--- config.mk ---
export PLATFORM = sky130hd
export DESIGN_NAME = lfbl_device_flat
export DESIGN_NICKNAME = d
export VERILOG_FILES = /design/src/lfbl_pkg.sv /design/src/lfbl_if.sv /design/src/lfbl_rx_chan.sv /design/src/lfbl_device.sv /design/src/flat_wrapper.sv
export SDC_FILE = /design/constraint.sdc
export NUM_CORES = 1
export LEC_CHECK = 0
export ABC_AREA = 1
export BUFFER_PORTS_ARGS = -buffer_cell sky130_fd_sc_hd__buf_2
export CAP_MARGIN = 20
export CELL_PAD_IN_SITES_DETAIL_PLACEMENT = 1
export CELL_PAD_IN_SITES_GLOBAL_PLACEMENT = 1
export CORE_MARGIN = 3
export CORE_UTILIZATION = 42
export CTS_CLUSTER_DIAMETER = 30
export CTS_CLUSTER_SIZE = 14
export DETAILED_ROUTE_END_ITERATION = 10
export PLACE_DENSITY = 0.77
export SYNTH_ARGS = -nofsm -noshare
export SYNTH_HDL_FRONTEND = slang
export SYNTH_SLANG_ARGS = --single-unit
--- constraint.sdc ---
create_clock -name clk -period 1.7 [get_ports clk]
set_input_delay 0.085 -clock clk [delete_from_list [all_inputs] [get_ports clk]]
set_output_delay 0.085 -clock clk [all_outputs]
set_load 0.01 [all_outputs]
--- src/lfbl_pkg.sv ---
// Constants shared by the legacy link byte device end and its host end
// Functional notes
// - Shift link bits into byte, flag full
// - Full flag drives interrupt when enabled
// - Host reads byte within one byte time
// - Byte equal to match byte sets flag
// - Destuffer drops zero after five ones
// - Zero after six ones is kept
// - Host enables destuffer when extracting link
// - First received bit lands in bit 0
// - Transmit byte sent LSB first
// - Eight bits sent sets empty flag
// - Unreloaded transmit byte is sent again
// - Stuffer inserts zero after five ones
// - Host loads first framer byte with 1Ch
// - D4 needs Fs from byte, multiframe load
// - Only one transmit source drives link
package lfbl_pkg;
  // Number of framers served by the device end
  localparam int NUM_FRAMERS = 2;
  // Link byte register offsets, framer B then framer A as written (index 0 is framer A)
  localparam logic [1:0][7:0] RX_BYTE_OFS = {8'hC8, 8'h28};
  localparam logic [1:0][7:0] MATCH1_OFS = {8'hC9, 8'h29};
  localparam logic [1:0][7:0] MATCH2_OFS = {8'hCA, 8'h2A};
  localparam logic [1:0][7:0] TX_BYTE_OFS = {8'hFE, 8'h7E};
  // Status, mask and control registers per framer
  localparam logic [1:0][7:0] STAT_OFS = {8'hC0, 8'h20};
  localparam logic [1:0][7:0] MASK_OFS = {8'hC1, 8'h21};
  localparam logic [1:0][7:0] CTRL_OFS = {8'hC2, 8'h22};
  // Status and mask field positions
  localparam int RX_MATCH_BIT = 2;
  localparam int TX_EMPTY_BIT = 3;
  localparam int RX_FULL_BIT = 4;
  // Control field positions
  localparam int RX_DESTUFF_BIT = 0;
  localparam int FS_SOURCE_BIT = 2;
  localparam int TX_STUFF_BIT = 4;
  localparam int MF_LOAD_BIT = 5;
  // Reset values
  localparam logic [7:0] REG_RESET = 8'h00;
  localparam logic [7:0] TX_BYTE_RESET = 8'h00;
  // Byte width and run length of ones that triggers stuffing
  localparam logic [2:0] LAST_BIT = 3'h7;
  localparam logic [2:0] STUFF_RUN = 3'h5;
  localparam logic [2:0] RUN_SAT = 3'h6;
  // Host command port register offsets
  localparam logic [3:0] H_ADDR_OFS = 4'h0;
  localparam logic [3:0] H_WDATA_OFS = 4'h1;
  localparam logic [3:0] H_CMD_OFS = 4'h2;
  localparam logic [3:0] H_RDATA_OFS = 4'h3;
  localparam logic [3:0] H_STAT_OFS = 4'h4;
  localparam logic [3:0] H_MASK_OFS = 4'h5;
  // Host command and status bits
  localparam int H_CMD_WR_BIT = 0;
  localparam int H_CMD_RD_BIT = 1;
  localparam int H_RD_DONE_BIT = 0;
  localparam int H_DEV_INT_BIT = 1;
  // Host bus sequencer states
  typedef enum logic [1:0] {
    LFBL_IDLE = 2'b00,
    LFBL_ISSUE = 2'b01,
    LFBL_CAPTURE = 2'b11
  } lfbl_hstate_e;
endpackage

--- src/lfbl_if.sv ---
// Parallel register bus joining the host end and the device end
interface lfbl_if;
  logic [7:0] addr; // Register address
  logic [7:0] wdata; // Write data
  logic wr; // One-cycle write strobe
  logic rd; // One-cycle read strobe
  logic [7:0] rdata; // Read data, valid the cycle after rd
  logic int_n; // Active-low interrupt level

  // Device end answers the bus
  modport device (
    input addr,
    input wdata,
    input wr,
    input rd,
    output rdata,
    output int_n
  );

  // Host end drives the bus
  modport host (
    output addr,
    output wdata,
    output wr,
    output rd,
    input rdata,
    input int_n
  );
endinterface

--- src/lfbl_rx_chan.sv ---
// Receive link byte path for one framer: destuffer, shifter and matcher
module lfbl_rx_chan (
  // Clock and reset
  input wire logic clk,
  input wire logic rst_n,
  // Recovered link bit stream
  input wire logic rx_en,
  input wire logic rx_bit,
  // Configuration
  input wire logic rx_destuff_en,
  input wire logic [7:0] rx_match_byte1,
  input wire logic [7:0] rx_match_byte2,
  // Results
  output logic [7:0] rx_link_byte,
  output logic rx_full_p,
  output logic rx_match_p
);
  logic [7:0] shift; // Bits collected so far
  logic [2:0] bit_cnt; // Bits collected in this byte
  logic [2:0] ones; // Run of ones, saturating at six
  logic drop; // Current bit is a stuffed zero
  logic [7:0] next_byte; // Shifter with current bit taken in

  // A zero right after exactly five ones is stuffing; after six it is a flag
  assign drop = rx_destuff_en && !rx_bit && (ones == lfbl_pkg::STUFF_RUN);
  // New bit enters at the top so the first bit ends in bit 0
  assign next_byte = {rx_bit, shift[7:1]};

  // Run length of ones seen on the raw line
  always_ff @(posedge clk or negedge rst_n) begin
    if (!rst_n) begin
      ones <= 3'h0;
    end else if (rx_en) begin
      if (!rx_bit) begin
        ones <= 3'h0;
      end else if (ones != lfbl_pkg::RUN_SAT) begin
        ones <= ones + 3'h1;
      end
    end
  end

  // Shifter and byte completion
  always_ff @(posedge clk or negedge rst_n) begin
    if (!rst_n) begin
      shift <= lfbl_pkg::REG_RESET;
      bit_cnt <= 3'h0;
      rx_link_byte <= lfbl_pkg::REG_RESET;
      rx_full_p <= 1'b0;
      rx_match_p <= 1'b0;
    end else begin
      rx_full_p <= 1'b0;
      rx_match_p <= 1'b0;
      if (rx_en && !drop) begin
        shift <= next_byte;
        bit_cnt <= bit_cnt + 3'h1;
        if (bit_cnt == lfbl_pkg::LAST_BIT) begin
          // Unread byte is overwritten; host must keep pace
          rx_link_byte <= next_byte;
          rx_full_p <= 1'b1;
          rx_match_p <= (next_byte == rx_match_byte1) ||
                        (next_byte == rx_match_byte2);
        end
      end
    end
  end
endmodule

--- src/lfbl_device.sv ---
// Device end: legacy link byte registers, transmit serializers, interrupt
module lfbl_device (
  // Clock and reset
  input wire logic clk,
  input wire logic rst_n,
  // Register bus
  lfbl_if.device bus,
  // Framer receive stream, one bit slot pulse per link bit
  input wire logic [1:0] rx_en,
  input wire logic [1:0] rx_bit,
  // Framer transmit stream
  input wire logic [1:0] tx_en,
  input wire logic [1:0] mf_start,
  input wire logic [1:0] d4_mode,
  input wire logic [1:0] msg_ctrl_tx,
  output logic [1:0] tx_bit,
  output logic [1:0] tx_drive
);
  // Per-framer register storage
  logic [7:0] rx_match_byte1 [2]; // First match byte
  logic [7:0] rx_match_byte2 [2]; // Second match byte
  logic [7:0] tx_link_byte [2]; // Byte queued for transmit
  logic [7:0] stat [2]; // Sticky status flags
  logic [7:0] mask [2]; // Interrupt enables
  logic [7:0] ctrl [2]; // Control bits
  logic [7:0] rx_link_byte [2]; // Last completed receive byte
  // Per-framer events
  logic [1:0] rx_full_p; // Receive byte completed
  logic [1:0] rx_match_p; // Completed byte matched
  logic [1:0] tx_empty_p; // Transmit byte fully sent
  // Transmit serializer state
  logic [7:0] tx_shift [2]; // Bits still to send
  logic [7:0] tx_held [2]; // Byte taken at the last load
  logic [2:0] tx_cnt [2]; // Bits sent of current byte
  logic [2:0] tx_ones [2]; // Run of ones sent
  // Read path
  logic [7:0] next_rdata; // Read mux result
  logic [1:0] irq_any; // Unmasked flag per framer

  genvar g;
  generate
    for (g = 0; g < lfbl_pkg::NUM_FRAMERS; g++) begin : gen_fr
      logic wr_match1; // Write to first match byte
      logic wr_match2; // Write to second match byte
      logic wr_tx; // Write to transmit byte
      logic wr_stat; // Write-one-to-clear of status
      logic wr_mask; // Write to mask
      logic wr_ctrl; // Write to control
      logic src_here; // This path owns the transmit slot
      logic stuff_now; // Insert a zero in this slot
      logic [7:0] events; // Events in status layout

      assign wr_match1 = bus.wr && (bus.addr == lfbl_pkg::MATCH1_OFS[g]);
      assign wr_match2 = bus.wr && (bus.addr == lfbl_pkg::MATCH2_OFS[g]);
      assign wr_tx = bus.wr && (bus.addr == lfbl_pkg::TX_BYTE_OFS[g]);
      assign wr_stat = bus.wr && (bus.addr == lfbl_pkg::STAT_OFS[g]);
      assign wr_mask = bus.wr && (bus.addr == lfbl_pkg::MASK_OFS[g]);
      assign wr_ctrl = bus.wr && (bus.addr == lfbl_pkg::CTRL_OFS[g]);

      // The message controller, or an external Fs source in D4 mode, takes the slot away
      assign src_here = !msg_ctrl_tx[g] &&
                        !(d4_mode[g] && ctrl[g][lfbl_pkg::FS_SOURCE_BIT]);
      // Zero goes out after five ones when stuffing is on
      assign stuff_now = ctrl[g][lfbl_pkg::TX_STUFF_BIT] &&
                         (tx_ones[g] == lfbl_pkg::STUFF_RUN);

      always_comb begin
        events = 8'h00;
        events[lfbl_pkg::RX_MATCH_BIT] = rx_match_p[g];
        events[lfbl_pkg::TX_EMPTY_BIT] = tx_empty_p[g];
        events[lfbl_pkg::RX_FULL_BIT] = rx_full_p[g];
      end

      // Receive path for this framer
      lfbl_rx_chan u_rx (
        .clk(clk),
        .rst_n(rst_n),
        .rx_en(rx_en[g]),
        .rx_bit(rx_bit[g]),
        .rx_destuff_en(ctrl[g][lfbl_pkg::RX_DESTUFF_BIT]),
        .rx_match_byte1(rx_match_byte1[g]),
        .rx_match_byte2(rx_match_byte2[g]),
        .rx_link_byte(rx_link_byte[g]),
        .rx_full_p(rx_full_p[g]),
        .rx_match_p(rx_match_p[g])
      );

      // Software-written configuration registers
      always_ff @(posedge clk or negedge rst_n) begin
        if (!rst_n) begin
          rx_match_byte1[g] <= lfbl_pkg::REG_RESET;
          rx_match_byte2[g] <= lfbl_pkg::REG_RESET;
          tx_link_byte[g] <= lfbl_pkg::TX_BYTE_RESET;
          mask[g] <= lfbl_pkg::REG_RESET;
          ctrl[g] <= lfbl_pkg::REG_RESET;
        end else begin
          if (wr_match1) begin
            rx_match_byte1[g] <= bus.wdata;
          end
          if (wr_match2) begin
            rx_match_byte2[g] <= bus.wdata;
          end
          if (wr_tx) begin
            tx_link_byte[g] <= bus.wdata;
          end
          if (wr_mask) begin
            mask[g] <= bus.wdata;
          end
          if (wr_ctrl) begin
            ctrl[g] <= bus.wdata;
          end
        end
      end

      // Sticky status; an event in the clearing cycle still sets its flag
      always_ff @(posedge clk or negedge rst_n) begin
        if (!rst_n) begin
          stat[g] <= lfbl_pkg::REG_RESET;
        end else begin
          stat[g] <= (stat[g] & ~(wr_stat ? bus.wdata : 8'h00)) | events;
        end
      end

      // Serializer: LSB first, stuffing, reload at byte or multiframe edge
      always_ff @(posedge clk or negedge rst_n) begin
        if (!rst_n) begin
          tx_shift[g] <= lfbl_pkg::TX_BYTE_RESET;
          tx_held[g] <= lfbl_pkg::TX_BYTE_RESET;
          tx_cnt[g] <= 3'h0;
          tx_ones[g] <= 3'h0;
          tx_bit[g] <= 1'b0;
          tx_empty_p[g] <= 1'b0;
        end else begin
          tx_empty_p[g] <= 1'b0;
          if (ctrl[g][lfbl_pkg::MF_LOAD_BIT] && mf_start[g]) begin
            // Multiframe load restarts the byte on the boundary
            tx_shift[g] <= tx_link_byte[g];
            tx_held[g] <= tx_link_byte[g];
            tx_cnt[g] <= 3'h0;
          end else if (tx_en[g] && src_here) begin
            if (stuff_now) begin
              // Inserted zero does not consume a data bit
              tx_bit[g] <= 1'b0;
              tx_ones[g] <= 3'h0;
            end else begin
              tx_bit[g] <= tx_shift[g][0];
              tx_ones[g] <= tx_shift[g][0] ? tx_ones[g] + 3'h1 : 3'h0;
              tx_shift[g] <= {1'b0, tx_shift[g][7:1]};
              tx_cnt[g] <= tx_cnt[g] + 3'h1;
              if (tx_cnt[g] == lfbl_pkg::LAST_BIT) begin
                tx_empty_p[g] <= 1'b1;
                // Without a fresh write the same byte goes out again
                if (ctrl[g][lfbl_pkg::MF_LOAD_BIT]) begin
                  tx_shift[g] <= tx_held[g];
                end else begin
                  tx_shift[g] <= tx_link_byte[g];
                  tx_held[g] <= tx_link_byte[g];
                end
              end
            end
          end
        end
      end

      // Marks the slots this path really drives
      always_ff @(posedge clk or negedge rst_n) begin
        if (!rst_n) begin
          tx_drive[g] <= 1'b0;
        end else begin
          tx_drive[g] <= src_here;
        end
      end

      assign irq_any[g] = |(stat[g] & mask[g]);
    end
  endgenerate

  // Read mux; unmapped addresses read zero
  always_comb begin
    next_rdata = 8'h00;
    for (int i = 0; i < lfbl_pkg::NUM_FRAMERS; i++) begin
      if (bus.addr == lfbl_pkg::RX_BYTE_OFS[i]) begin
        next_rdata = rx_link_byte[i];
      end else if (bus.addr == lfbl_pkg::MATCH1_OFS[i]) begin
        next_rdata = rx_match_byte1[i];
      end else if (bus.addr == lfbl_pkg::MATCH2_OFS[i]) begin
        next_rdata = rx_match_byte2[i];
      end else if (bus.addr == lfbl_pkg::TX_BYTE_OFS[i]) begin
        next_rdata = tx_link_byte[i];
      end else if (bus.addr == lfbl_pkg::STAT_OFS[i]) begin
        next_rdata = stat[i];
      end else if (bus.addr == lfbl_pkg::MASK_OFS[i]) begin
        next_rdata = mask[i];
      end else if (bus.addr == lfbl_pkg::CTRL_OFS[i]) begin
        next_rdata = ctrl[i];
      end
    end
  end

  // Read data stands only in the cycle after the strobe
  always_ff @(posedge clk or negedge rst_n) begin
    if (!rst_n) begin
      bus.rdata <= 8'h00;
    end else begin
      bus.rdata <= bus.rd ? next_rdata : 8'h00;
    end
  end

  // Interrupt low while any enabled flag stands, one cycle behind
  always_ff @(posedge clk or negedge rst_n) begin
    if (!rst_n) begin
      bus.int_n <= 1'b1;
    end else begin
      bus.int_n <= !(|irq_any);
    end
  end
endmodule

--- src/flat_wrapper.sv ---
// flat-port wrapper written by rule: the top's interface ports become plain ports
module lfbl_device_flat 
  (clk, rst_n, rx_en, rx_bit, tx_en, mf_start, d4_mode, msg_ctrl_tx, tx_bit, tx_drive, bus_addr, bus_wdata, bus_wr, bus_rd, bus_rdata, bus_int_n);
  lfbl_if bus_i ();
  input wire logic clk;
  input wire logic rst_n;
  input wire logic [1:0] rx_en;
  input wire logic [1:0] rx_bit;
  input wire logic [1:0] tx_en;
  input wire logic [1:0] mf_start;
  input wire logic [1:0] d4_mode;
  input wire logic [1:0] msg_ctrl_tx;
  output logic [1:0] tx_bit;
  output logic [1:0] tx_drive;
  input wire logic [$bits(bus_i.addr)-1:0] bus_addr;
  input wire logic [$bits(bus_i.wdata)-1:0] bus_wdata;
  input wire logic [$bits(bus_i.wr)-1:0] bus_wr;
  input wire logic [$bits(bus_i.rd)-1:0] bus_rd;
  output wire logic [$bits(bus_i.rdata)-1:0] bus_rdata;
  output wire logic [$bits(bus_i.int_n)-1:0] bus_int_n;
  assign bus_i.addr = bus_addr;
  assign bus_i.wdata = bus_wdata;
  assign bus_i.wr = bus_wr;
  assign bus_i.rd = bus_rd;
  assign bus_rdata = bus_i.rdata;
  assign bus_int_n = bus_i.int_n;
  lfbl_device u_core (.clk(clk), .rst_n(rst_n), .bus(bus_i), .rx_en(rx_en), .rx_bit(rx_bit), .tx_en(tx_en), .mf_start(mf_start), .d4_mode(d4_mode), .msg_ctrl_tx(msg_ctrl_tx), .tx_bit(tx_bit), .tx_drive(tx_drive));
endmodule
# --- Word-level counts from Yosys, hierarchy flattened ---
# Cells that the tools add are included.
op_classes:
  addsub: 8
  n_eq_ne: 32
  mux: 67
  n_bitwise: 10
  reduce_logical: 54
ops:
  columns: ["operator", "count"]
  rows:
  - ["$mux W8", 35]
  - ["$eq A8 B8 Y1 const B", 7]
  - ["$eq A8 B6 Y1 const B", 6]
  - ["$mux W3", 14]
  - ["$and A8 B8 Y8", 4]
  - ["$eq A8 B8 Y1", 4]
  - ["$logic_and A1 B1 Y1", 28]
  - ["$add A3 B1 Y3 const B", 8]
  - ["$eq A3 B3 Y1 const B", 8]
  - ["$mux W1", 18]
  - ["$not A8 Y8", 2]
  - ["$or A8 B5 Y8", 2]
  - ["$reduce_and A2 Y1", 8]
  - ["$reduce_or A16 Y1", 1]
  - ["$logic_not A1 Y1", 9]
  - ["$eq A8 B7 Y1 const B", 1]
  - ["$reduce_bool A2 Y1", 4]
  - ["$ne A3 B3 Y1 const B", 2]
  - ["$reduce_and A3 Y1", 2]
  - ["$ne A2 B1 Y1 const B", 2]
  - ["$ne A2 B2 Y1 const B", 2]
  - ["$logic_or A1 B1 Y1", 2]
  - ["$not A1 Y1", 2]
word_totals:
  regBits: 203

# --- Longest topological paths before layout ---
# Gate-level depths: netlist of run 1.
depth:
  word_depth: 16
  ltp_mapped: 15

# --- Hierarchy ---
# Synthesis of run 1 repeated with hierarchy kept, for this count alone.
unflattened:
  hier_cells: 1167
  hier_area_um2: 9887.0
modules_own_cells:
  columns: ["mod", "n_inst", "cells_per_inst", "area_per_inst_um2", "seq_area_each_um2"]
  rows:
  - ["lfbl_device", 1, 887, 7409.6, 3880.0]
  - ["lfbl_rx_chan at u_core.gen_fr[1].u_rx", 1, 140, 1239.9, 575.6]
  - ["lfbl_rx_chan at u_core.gen_fr[0].u_rx", 1, 140, 1237.4, 575.6]

# --- Worst setup path before layout of run 1 ---
# Ideal clock, no wire load.
synth_path:
  kind: "reg2reg"
  startpoint: "register u_core.tx_ones[0] (netlist name)"
  endpoint: "register u_core.tx_shift[2] (netlist name)"
  setup_time_ns: 0.132
  arrival_ns: 1.478
  slack_ns: 0.089
  stages_incl_launch_ff: 8
  path_buffers: 0
  period_less_slack_ns: 1.611
  path_cell_list: "dfrtp_1 ha_1 nand3_1 inv_1 o21ai_0 inv_1 a21oi_1 o211ai_1"
synth_via:
  elab_chain_cells: 4
synth_rtl:
  columns: ["element", "line", "source"]
  rows:
  - ["start: declaration", "lfbl_device.sv:35", "logic [2:0] tx_ones [2];"]
  - ["start signal: indexed assignment", "lfbl_device.sv:147", "tx_ones[g] <= tx_shift[g][0] ? tx_ones[g] + 3'h1 : 3'h0;"]
  - ["$eq A3 B3 Y1", "lfbl_device.sv:65", "(tx_ones[g] == lfbl_pkg::STUFF_RUN);"]
  - ["$logic_and A1 B1 Y1", "lfbl_device.sv:64", "assign stuff_now = ctrl[g][lfbl_pkg::TX_STUFF_BIT] &&"]
  - ["$ne A2 B2 Y1 (no line)", null, null]
  - ["$reduce_and A2 Y1 (no line)", null, null]
  - ["end signal: indexed assignment", "lfbl_device.sv:127", "tx_shift[g] <= lfbl_pkg::TX_BYTE_RESET;"]
  - ["end signal: indexed assignment", "lfbl_device.sv:137", "tx_shift[g] <= tx_link_byte[g];"]
  - ["end signal: indexed assignment", "lfbl_device.sv:148", "tx_shift[g] <= {1'b0, tx_shift[g][7:1]};"]
  - ["end: declaration", "lfbl_device.sv:32", "logic [7:0] tx_shift [2];"]
# Every way passes these cells.
# A chain may end at the register's enable or synchronous reset.

# --- Worst setup path after layout of run 1 ---
layout_path:
  startpoint: "register u_core.tx_ones[4] (netlist name)"
  endpoint: "register u_core.tx_shift[9] (netlist name)"
# The elaborated chain is that of the path after synthesis.

==> flow_metrics.tcl, run 1 <==
set metrics [dict create \
    period_share 0.950 \
    drv_cap 0 \
    fin_crit_ns 1.62 \
    dp_hpwl_um 20300 \
    wl_per_cell_um 19.3 \
    grt_max_degree 70 \
    root_buffer "clkbuf_16" \
    die_h_um 157 \
    place_congestion 0.920 \
    grt.total_usage 0.255 \
    hold_violations 0 \
    avgViaCountPerCell 5.36 \
    arrival_ns 2.06 \
    finalSetupTns_ns 0 \
    crit_type "flop to flop" \
    crit_path_max_fanout 8 \
    path_clk_slew_ns 0.05 \
    syn_to_final_growth_pct 32.6 \
    rows 54 \
    wl_um 30600 \
    worstMarginPinSlew_ns 0.637 \
    remaining_drc_errors 0 \
    multi_input_area_mm2 0.00405 \
    syn_area_per_cell_um2 8.54 \
    synth_top_area_cell "dfrtp_1" \
    seq_area_mm2 0.00503 \
    crit_required_ns 2.15 \
    synth_area_mm2 0.00957 \
    drive_above_1_share 0.218 \
    synth_nets 1170 \
    hp-class "input pin to flop" \
    synth_cell_types 43 \
    ys_ff_latch 201 \
    irDropWorstVdd_v 0.000783 \
    nNetsFinal 1317 \
    io_buffer_count 44 \
    synth_edf_count 0 \
    critPathCaptureType "flop" \
    cts_sinks 201 \
    cellLeakagePower_nw 6.10 \
    dp_cells 1476 \
    route.vias.total 8517 \
    synth_area_leaders "dfrtp_1 (52%), nand2_1 (12%), o21ai_0 (8.1%)" \
    first_iter_violations 499 \
    core_mm2 0.0221 \
    yosysSeqAreaShare 0.526 \
    nFillCells 2533 \
    antenna_left 0 \
    maxSlewViolCount 0 \
    antenna_found_initial 0 \
    async_flop_share 1.00 \
    max_slew_margin 0.575 \
    finalInstanceArea_mm2 0.0127 \
    grt_pass1_wl_um 49700 \
    fp.dieW_um 157 \
    powerDensity_mw_per_mm2 1450 \
    outcome "complete, no violations" \
    diodes 0 \
    grt_pass1_vias 9261 \
    first_pass_iters 5 \
    start_kind "flop" \
    place_ws_ns -0.282 \
    htreeDepth 2 \
    skew_ns 0.0148 \
    yosys_warnings 0 \
    cts_tree "built" \
    dieArea_mm2 0.0246 \
    clockBufferDepth 3 \
    yosysTopAreaCellShare 0.523 \
    ioPinCount 45 \
    setup_violations 0 \
    synth_flop_cell "dfrtp_1" \
    max_freq_mhz 619 \
    finalNonFillerCells 1589 \
    fin_ws_ns 0.0845 \
    insertion_delay_ns 0.54 \
    place_area_mm2 0.0105 \
    grt-ovfl-total 0 \
    final_core_util 0.574 \
    postSynthCellCount 1120 \
    start_util 0.433 \
    numCtsBuffers 51 \
]
final timing paths:
kind,startpoint,end,slack (ns),depth (start not counted)
worst min-delay path,tx_en[0],u_core.tx_ones[4]$_DFFE_PN0P_,0.008,4
min in group asynchronous,rst_n,u_core.tx_ones[3]$_DFFE_PN0P_,0.14,3
worst max-delay path,u_core.tx_ones[4]$_DFFE_PN0P_,u_core.tx_shift[9]$_DFFE_PN0P_,0.08,9
worst max register to register,u_core.tx_ones[4]$_DFFE_PN0P_,u_core.tx_shift[9]$_DFFE_PN0P_,0.08,9
worst min register to register,u_core.gen_fr[1].events[3]$_DFF_PN0_,u_core.stat[3]$_DFF_PN0_,0.47,2
max in group asynchronous,rst_n,u_core.tx_shift[9]$_DFFE_PN0P_,0.71,3
placed cells by master (no fill, tap or decap), types with 4 or more instances in the layout:
cell,netlist,routed
a21oi_1,28,25
xnor2_1,14,14
nand4_1,20,20
mux2_2,4,4
o21ai_1,2,5
nand3b_1,4,4
nand2_2,7,11
clkinv_2,0,8
nor2_2,11,10
dlygate4sd3_1,0,11
o21ai_0,155,152
nand3_1,39,39
buf_2,8,43
o211ai_1,11,11
bufinv_16,0,11
or2_2,13,13
nor2_4,6,9
buf_4,0,63
inv_2,7,14
nor2_1,54,52
nor3_2,3,6
a22oi_2,0,6
o2111ai_1,6,6
a22o_1,8,8
or2_0,7,7
inv_1,124,116
ha_1,18,16
xor2_1,9,9
clkbuf_8,0,7
a22oi_1,10,4
clkbuf_1,17,4
clkbuf_16,0,53
clkinvlp_4,0,8
nand2_1,304,300
dfrtp_1,200,200
registers in the layout, indices dropped and copies added, names as in the netlist, 6 cells and up:
signal and count:
u_core.bus.rdata 8, u_core.tx_held 16, u_core.mask 16, u_core.gen_fr.u_rx.rx_link_byte 16, u_core.tx_shift 16, u_core.ctrl 16
u_core.gen_fr.u_rx.ones 6, u_core.tx_cnt 6, u_core.stat 16, u_core.rx_match_byte1 16, u_core.gen_fr.u_rx.bit_cnt 6, u_core.rx_match_byte2 16
u_core.tx_link_byte 16, u_core.gen_fr.u_rx.shift 14, u_core.tx_ones 6
power by group:
part	leakage [nW]	total [mW]	switching [mW]	internal, mW
clock network	0.911	10.6	3.02	7.58
registers	2.68	5.97	0.490	5.48
logic	2.51	1.83	1.06	0.775
total	6.10	18.4	4.57	13.8
cell type report:
type,count,area share
flip-flops and latches,201,0.396
inverters,131,0.0389
multi-input cells,761,0.319
well taps,280,0.0276
repair buffers,121,0.0687
clock buffers,63,0.112
clock inverters,32,0.0374
critical path, stage by stage (launching register included):
cell	delay (ns)
dfrtp_1	0.36
inv_1	0.06
ha_1	0.18
nand3_1	0.10
inv_1	0.07
nor3_2	0.13
inv_2	0.07
nor2_4	0.24
a32oi_2	0.18
o211ai_1	0.12
cell usage after synthesis, drive strengths merged, types with 3 or more instances:
| master | n |
|---|---|
| nand3 | 40 |
| a21oi | 28 |
| or2 | 21 |
| nor3 | 10 |
| nand4 | 20 |
| xor2 | 9 |
| o21ai | 157 |
| mux2 | 4 |
| nor2 | 71 |
| nand2 | 311 |
| o221ai | 3 |
| nand3b | 4 |
| a22o | 8 |
| a22oi | 10 |
| clkbuf | 17 |
| inv | 131 |
| xnor2 | 14 |
| ha | 18 |
| buf | 10 |
| dfrtp | 200 |
| o22ai | 3 |
| o2111ai | 6 |
| o211ai | 11 |
kinds of logic after synthesis:
family	Yosys count	synth area share
compound gates	235	0.139
mux	4	0.00471
xor+xnor	23	0.0211
flops	201	0.526
simple gates	481	0.222
buf+inv	158	0.0646
fa+ha+maj	18	0.0235
routing by layer:
metal | share of wire | global-route usage | wire length (um)
met3 | 0.038 | 0.0399 | 1160
met4 | 0.026 | 0.0921 | 786
met1 | 0.44 | 0.334 | 13600
met2 | 0.49 | 0.432 | 15100
met5 | 0 | 0 | 0
per-stage QoR:
| step | hold WS [ns] | power [mW] |
|---|---|---|
| after CTS | 0.0225 | 18.5 |
| after floorplan | -0.211 | 6.93 |
| after global placement | -0.0548 | 7.56 |
| after global routing | 0.0198 | 19.2 |
| after detailed placement | -0.0554 | 7.71 |
| final | 0.00847 | 18.4 |
repair_timing:
| item | in CTS | in global routing |
|---|---|---|
| pin swaps | 2 | 8 |
| setup buffers | 4 | 4 |
| hold buffers | 11 | 0 |
| setup endpoints to repair | 20 | 41 |
| endpoints found under the hold margin | 219 | 0 |
| gates cloned | 0 | 0 |
| gates resized for setup | 12 | 28 |
(Power assumes the default switching activity.)
==> inputs of run 2 (changes only) <==
--- a/config.mk
+++ b/config.mk
@@ -11,11 +11,11 @@
 export CELL_PAD_IN_SITES_DETAIL_PLACEMENT = 1
 export CELL_PAD_IN_SITES_GLOBAL_PLACEMENT = 1
 export CORE_MARGIN = 3
-export CORE_UTILIZATION = 42
+export CORE_UTILIZATION = 47
 export CTS_CLUSTER_DIAMETER = 30
 export CTS_CLUSTER_SIZE = 14
 export DETAILED_ROUTE_END_ITERATION = 10
-export PLACE_DENSITY = 0.77
+export PLACE_DENSITY = 0.82
 export SYNTH_ARGS = -nofsm -noshare
 export SYNTH_HDL_FRONTEND = slang
 export SYNTH_SLANG_ARGS = --single-unit
==> constraint.sdc (replaced) <==
create_clock -name clk -period 1.6 [get_ports clk]
set_input_delay 0.08 -clock clk [delete_from_list [all_inputs] [get_ports clk]]
set_output_delay 0.08 -clock clk [all_outputs]
set_load 0.01 [all_outputs]
==> flow_metrics.tcl, run 2 (synthesized netlist as in run 1, its figures left out) <==
set metrics [dict create \
    outcome "complete, but fails checks" \
    violations "negative setup slack" \
    worstReg2RegStart "u_core.tx_cnt[3]$_DFFE_PN0P_" \
    grt-ovfl-total 0 \
    cts_sinks 201 \
    max_slew_margin 0.524 \
    slowest_delay_ns 0.40 \
    antenna_left 0 \
    critPathCaptureType "flop" \
    reg2regPathDepth 8 \
    die_h_um 149 \
    drv_cap 0 \
    crit_buf_inv 2 \
    rsz0062_at_grt "true" \
    place_ws_ns -0.189 \
    cp-startpoint "u_core.tx_cnt[3]$_DFFE_PN0P_" \
    start_util 0.485 \
    path_clk_slew_ns 0.05 \
    p_int_mw 13.2 \
    cts_tree "built" \
    insertion_delay_ns 0.55 \
    pwr-share-clk 0.528 \
    antenna_found_initial 1 \
    grt_pass1_vias 9957 \
    setup_violations 33 \
    seq_area_mm2 0.00503 \
    first_iter_violations 823 \
    finalSetupTns_ns -2.79 \
    dp_hpwl_um 20600 \
    root_buffer "clkbuf_16" \
    crit_type "flop to flop" \
    io_buffer_count 44 \
    p_sw_mw 5.32 \
    grt_max_degree 50 \
    irDropWorstVdd_v 0.00110 \
    combPwrFrac 0.125 \
    drive_above_1_share 0.253 \
    fin_crit_ns 1.78 \
    skew_ns 0.0178 \
    crit_path_end "u_core.tx_held[13]$_DFFE_PN0P_" \
    route.vias.total 9239 \
    path_common_cell "ha_4" \
    core_mm2 0.0197 \
    nNetsFinal 1330 \
    remaining_drc_errors 0 \
    crit_path_max_fanout 7 \
    avgViaCountPerCell 5.83 \
    syn_to_final_growth_pct 33.8 \
    holdPathStages 6 \
    wl_um 38500 \
    htreeDepth 2 \
    crit_required_ns 2.05 \
    final_cell_mix "nand2_1 (295), dfrtp_1 (199), o21ai_0 (146)" \
    powerDensity_mw_per_mm2 1450 \
    period_share 1.11 \
    rows 51 \
    cp.depth 8 \
    hold_violations 0 \
    grt_pass1_wl_um 55200 \
    numCtsBuffers 46 \
    r2r-end "u_core.tx_held[13]$_DFFE_PN0P_" \
    worstMarginPinSlew_ns 0.713 \
    crit_path_top_delay_cell "dfrtp_1" \
    fin_ws_ns -0.181 \
    multi_input_area_mm2 0.00425 \
    cellLeakagePower_nw 6.13 \
    dieArea_mm2 0.0221 \
    r2r_slack_ns -0.18 \
    grt.total_usage 0.321 \
    clockBufferDepth 3 \
    first_pass_iters 5 \
    nFillCells 2194 \
    place_congestion 0.897 \
    final_common_cell "nand2_1" \
    wl_per_cell_um 24.3 \
    ioPinCount 45 \
    start_kind "flop" \
    max_freq_mhz 562 \
    swShare 0.286 \
    maxSlewViolCount 0 \
    crit_family "compound AO/OA/AOI/OAI gates" \
    pwr-share-seq 0.347 \
    arrival_ns 2.23 \
    path_cells "ha_4 > ha_4 > inv_4 > nor3_4 > inv_2 > nor2_4 > a32oi_2 > o21ai_1" \
    fp.dieW_um 149 \
    hp-class "input pin to flop" \
]
run 2: cell types whose count changed in the layout (fill, tap and decap cells not counted), sizes merged:
cell         before  now
buf             109  126
bufinv           11    4
clkbuf           64   57
clkinv           10   15
diode             0    2
dlygate4sd3      11   12
run 2: layer usage:
| metal | vias to the layer above | GRT usage | share of wire |
|---|---|---|---|
| met5 | - | 0 | 0 |
| met4 | 0 | 0.147 | 0.054 |
| met3 | 146 | 0.0683 | 0.064 |
| met2 | 407 | 0.549 | 0.49 |
| met1 | 4676 | 0.390 | 0.39 |
| li1 | 4010 | - | - |
run 2: through the flow:
stage	utilization	instances	cell area, um2	hold slack (ns)	power, mW
floorplan	-	1120	9570	-0.216	7.36
global placement	0.539	1474	10600	0.0724	8.08
detailed placement	0.539	1474	10600	0.0744	8.25
CTS	0.638	1578	12600	0.0365	18.3
global route	0.649	1584	12800	0.0899	19.2
finish	0.649	1585	12800	0.0817	18.6
run 2: power groups by stage:
stage          clock (mW)  combinational [mW]  sequential, mW
3_3_place_gp            0                1.73            6.35
2_1_floorplan           0                1.15            6.21
5_1_grt              10.1                2.57            6.50
6_report             9.80                2.32            6.44
4_1_cts              9.81                2.13            6.37
3_5_place_dp            0                1.86            6.39
run 2: worst reg2reg max path, cell delays in order, from the launching register on:
cell     delay (ns)
dfrtp_1        0.40
ha_4           0.17
ha_4           0.15
inv_4          0.05
nor3_4         0.16
inv_2          0.07
nor2_4         0.26
a32oi_2        0.26
o21ai_1        0.18
run 2: worst min-delay path by stage:
stage | start | slack [ns] | endpoint
floorplan | rst_n | -0.22 | u_core.bus.rdata[0]$_DFF_PN0_
detailed placement | rst_n | 0.07 | u_core.tx_shift[14]$_DFFE_PN0P_
global route | tx_en[1] | 0.09 | u_core.tx_ones[1]$_DFFE_PN0P_
global placement | rst_n | 0.07 | u_core.tx_ones[5]$_DFFE_PN0P_
finish | d4_mode[0] | 0.08 | u_core.gen_fr[0].events[3]$_DFF_PN0_
CTS | d4_mode[0] | 0.04 | u_core.gen_fr[0].events[3]$_DFF_PN0_
run 2: area by class of cell:
class | instances | area share
flip-flops and latches | 201 | 0.393
multi-input cells | 761 | 0.332
clock buffers | 56 | 0.102
repair buffers | 139 | 0.0833
inverters | 131 | 0.0392
well taps | 265 | 0.0259
clock inverters | 30 | 0.0243
diodes | 2 | 0.000391
run 2: repair_timing:
item / CTS / global route
endpoints found under the hold margin: 225 / 0
gates cloned: 0 / 0
hold buffers: 12 / 0
pin swaps: 22 / 28
gates resized for setup: 56 / 46
endpoints found under the setup margin: 37 / 51
setup buffers: 6 / 6
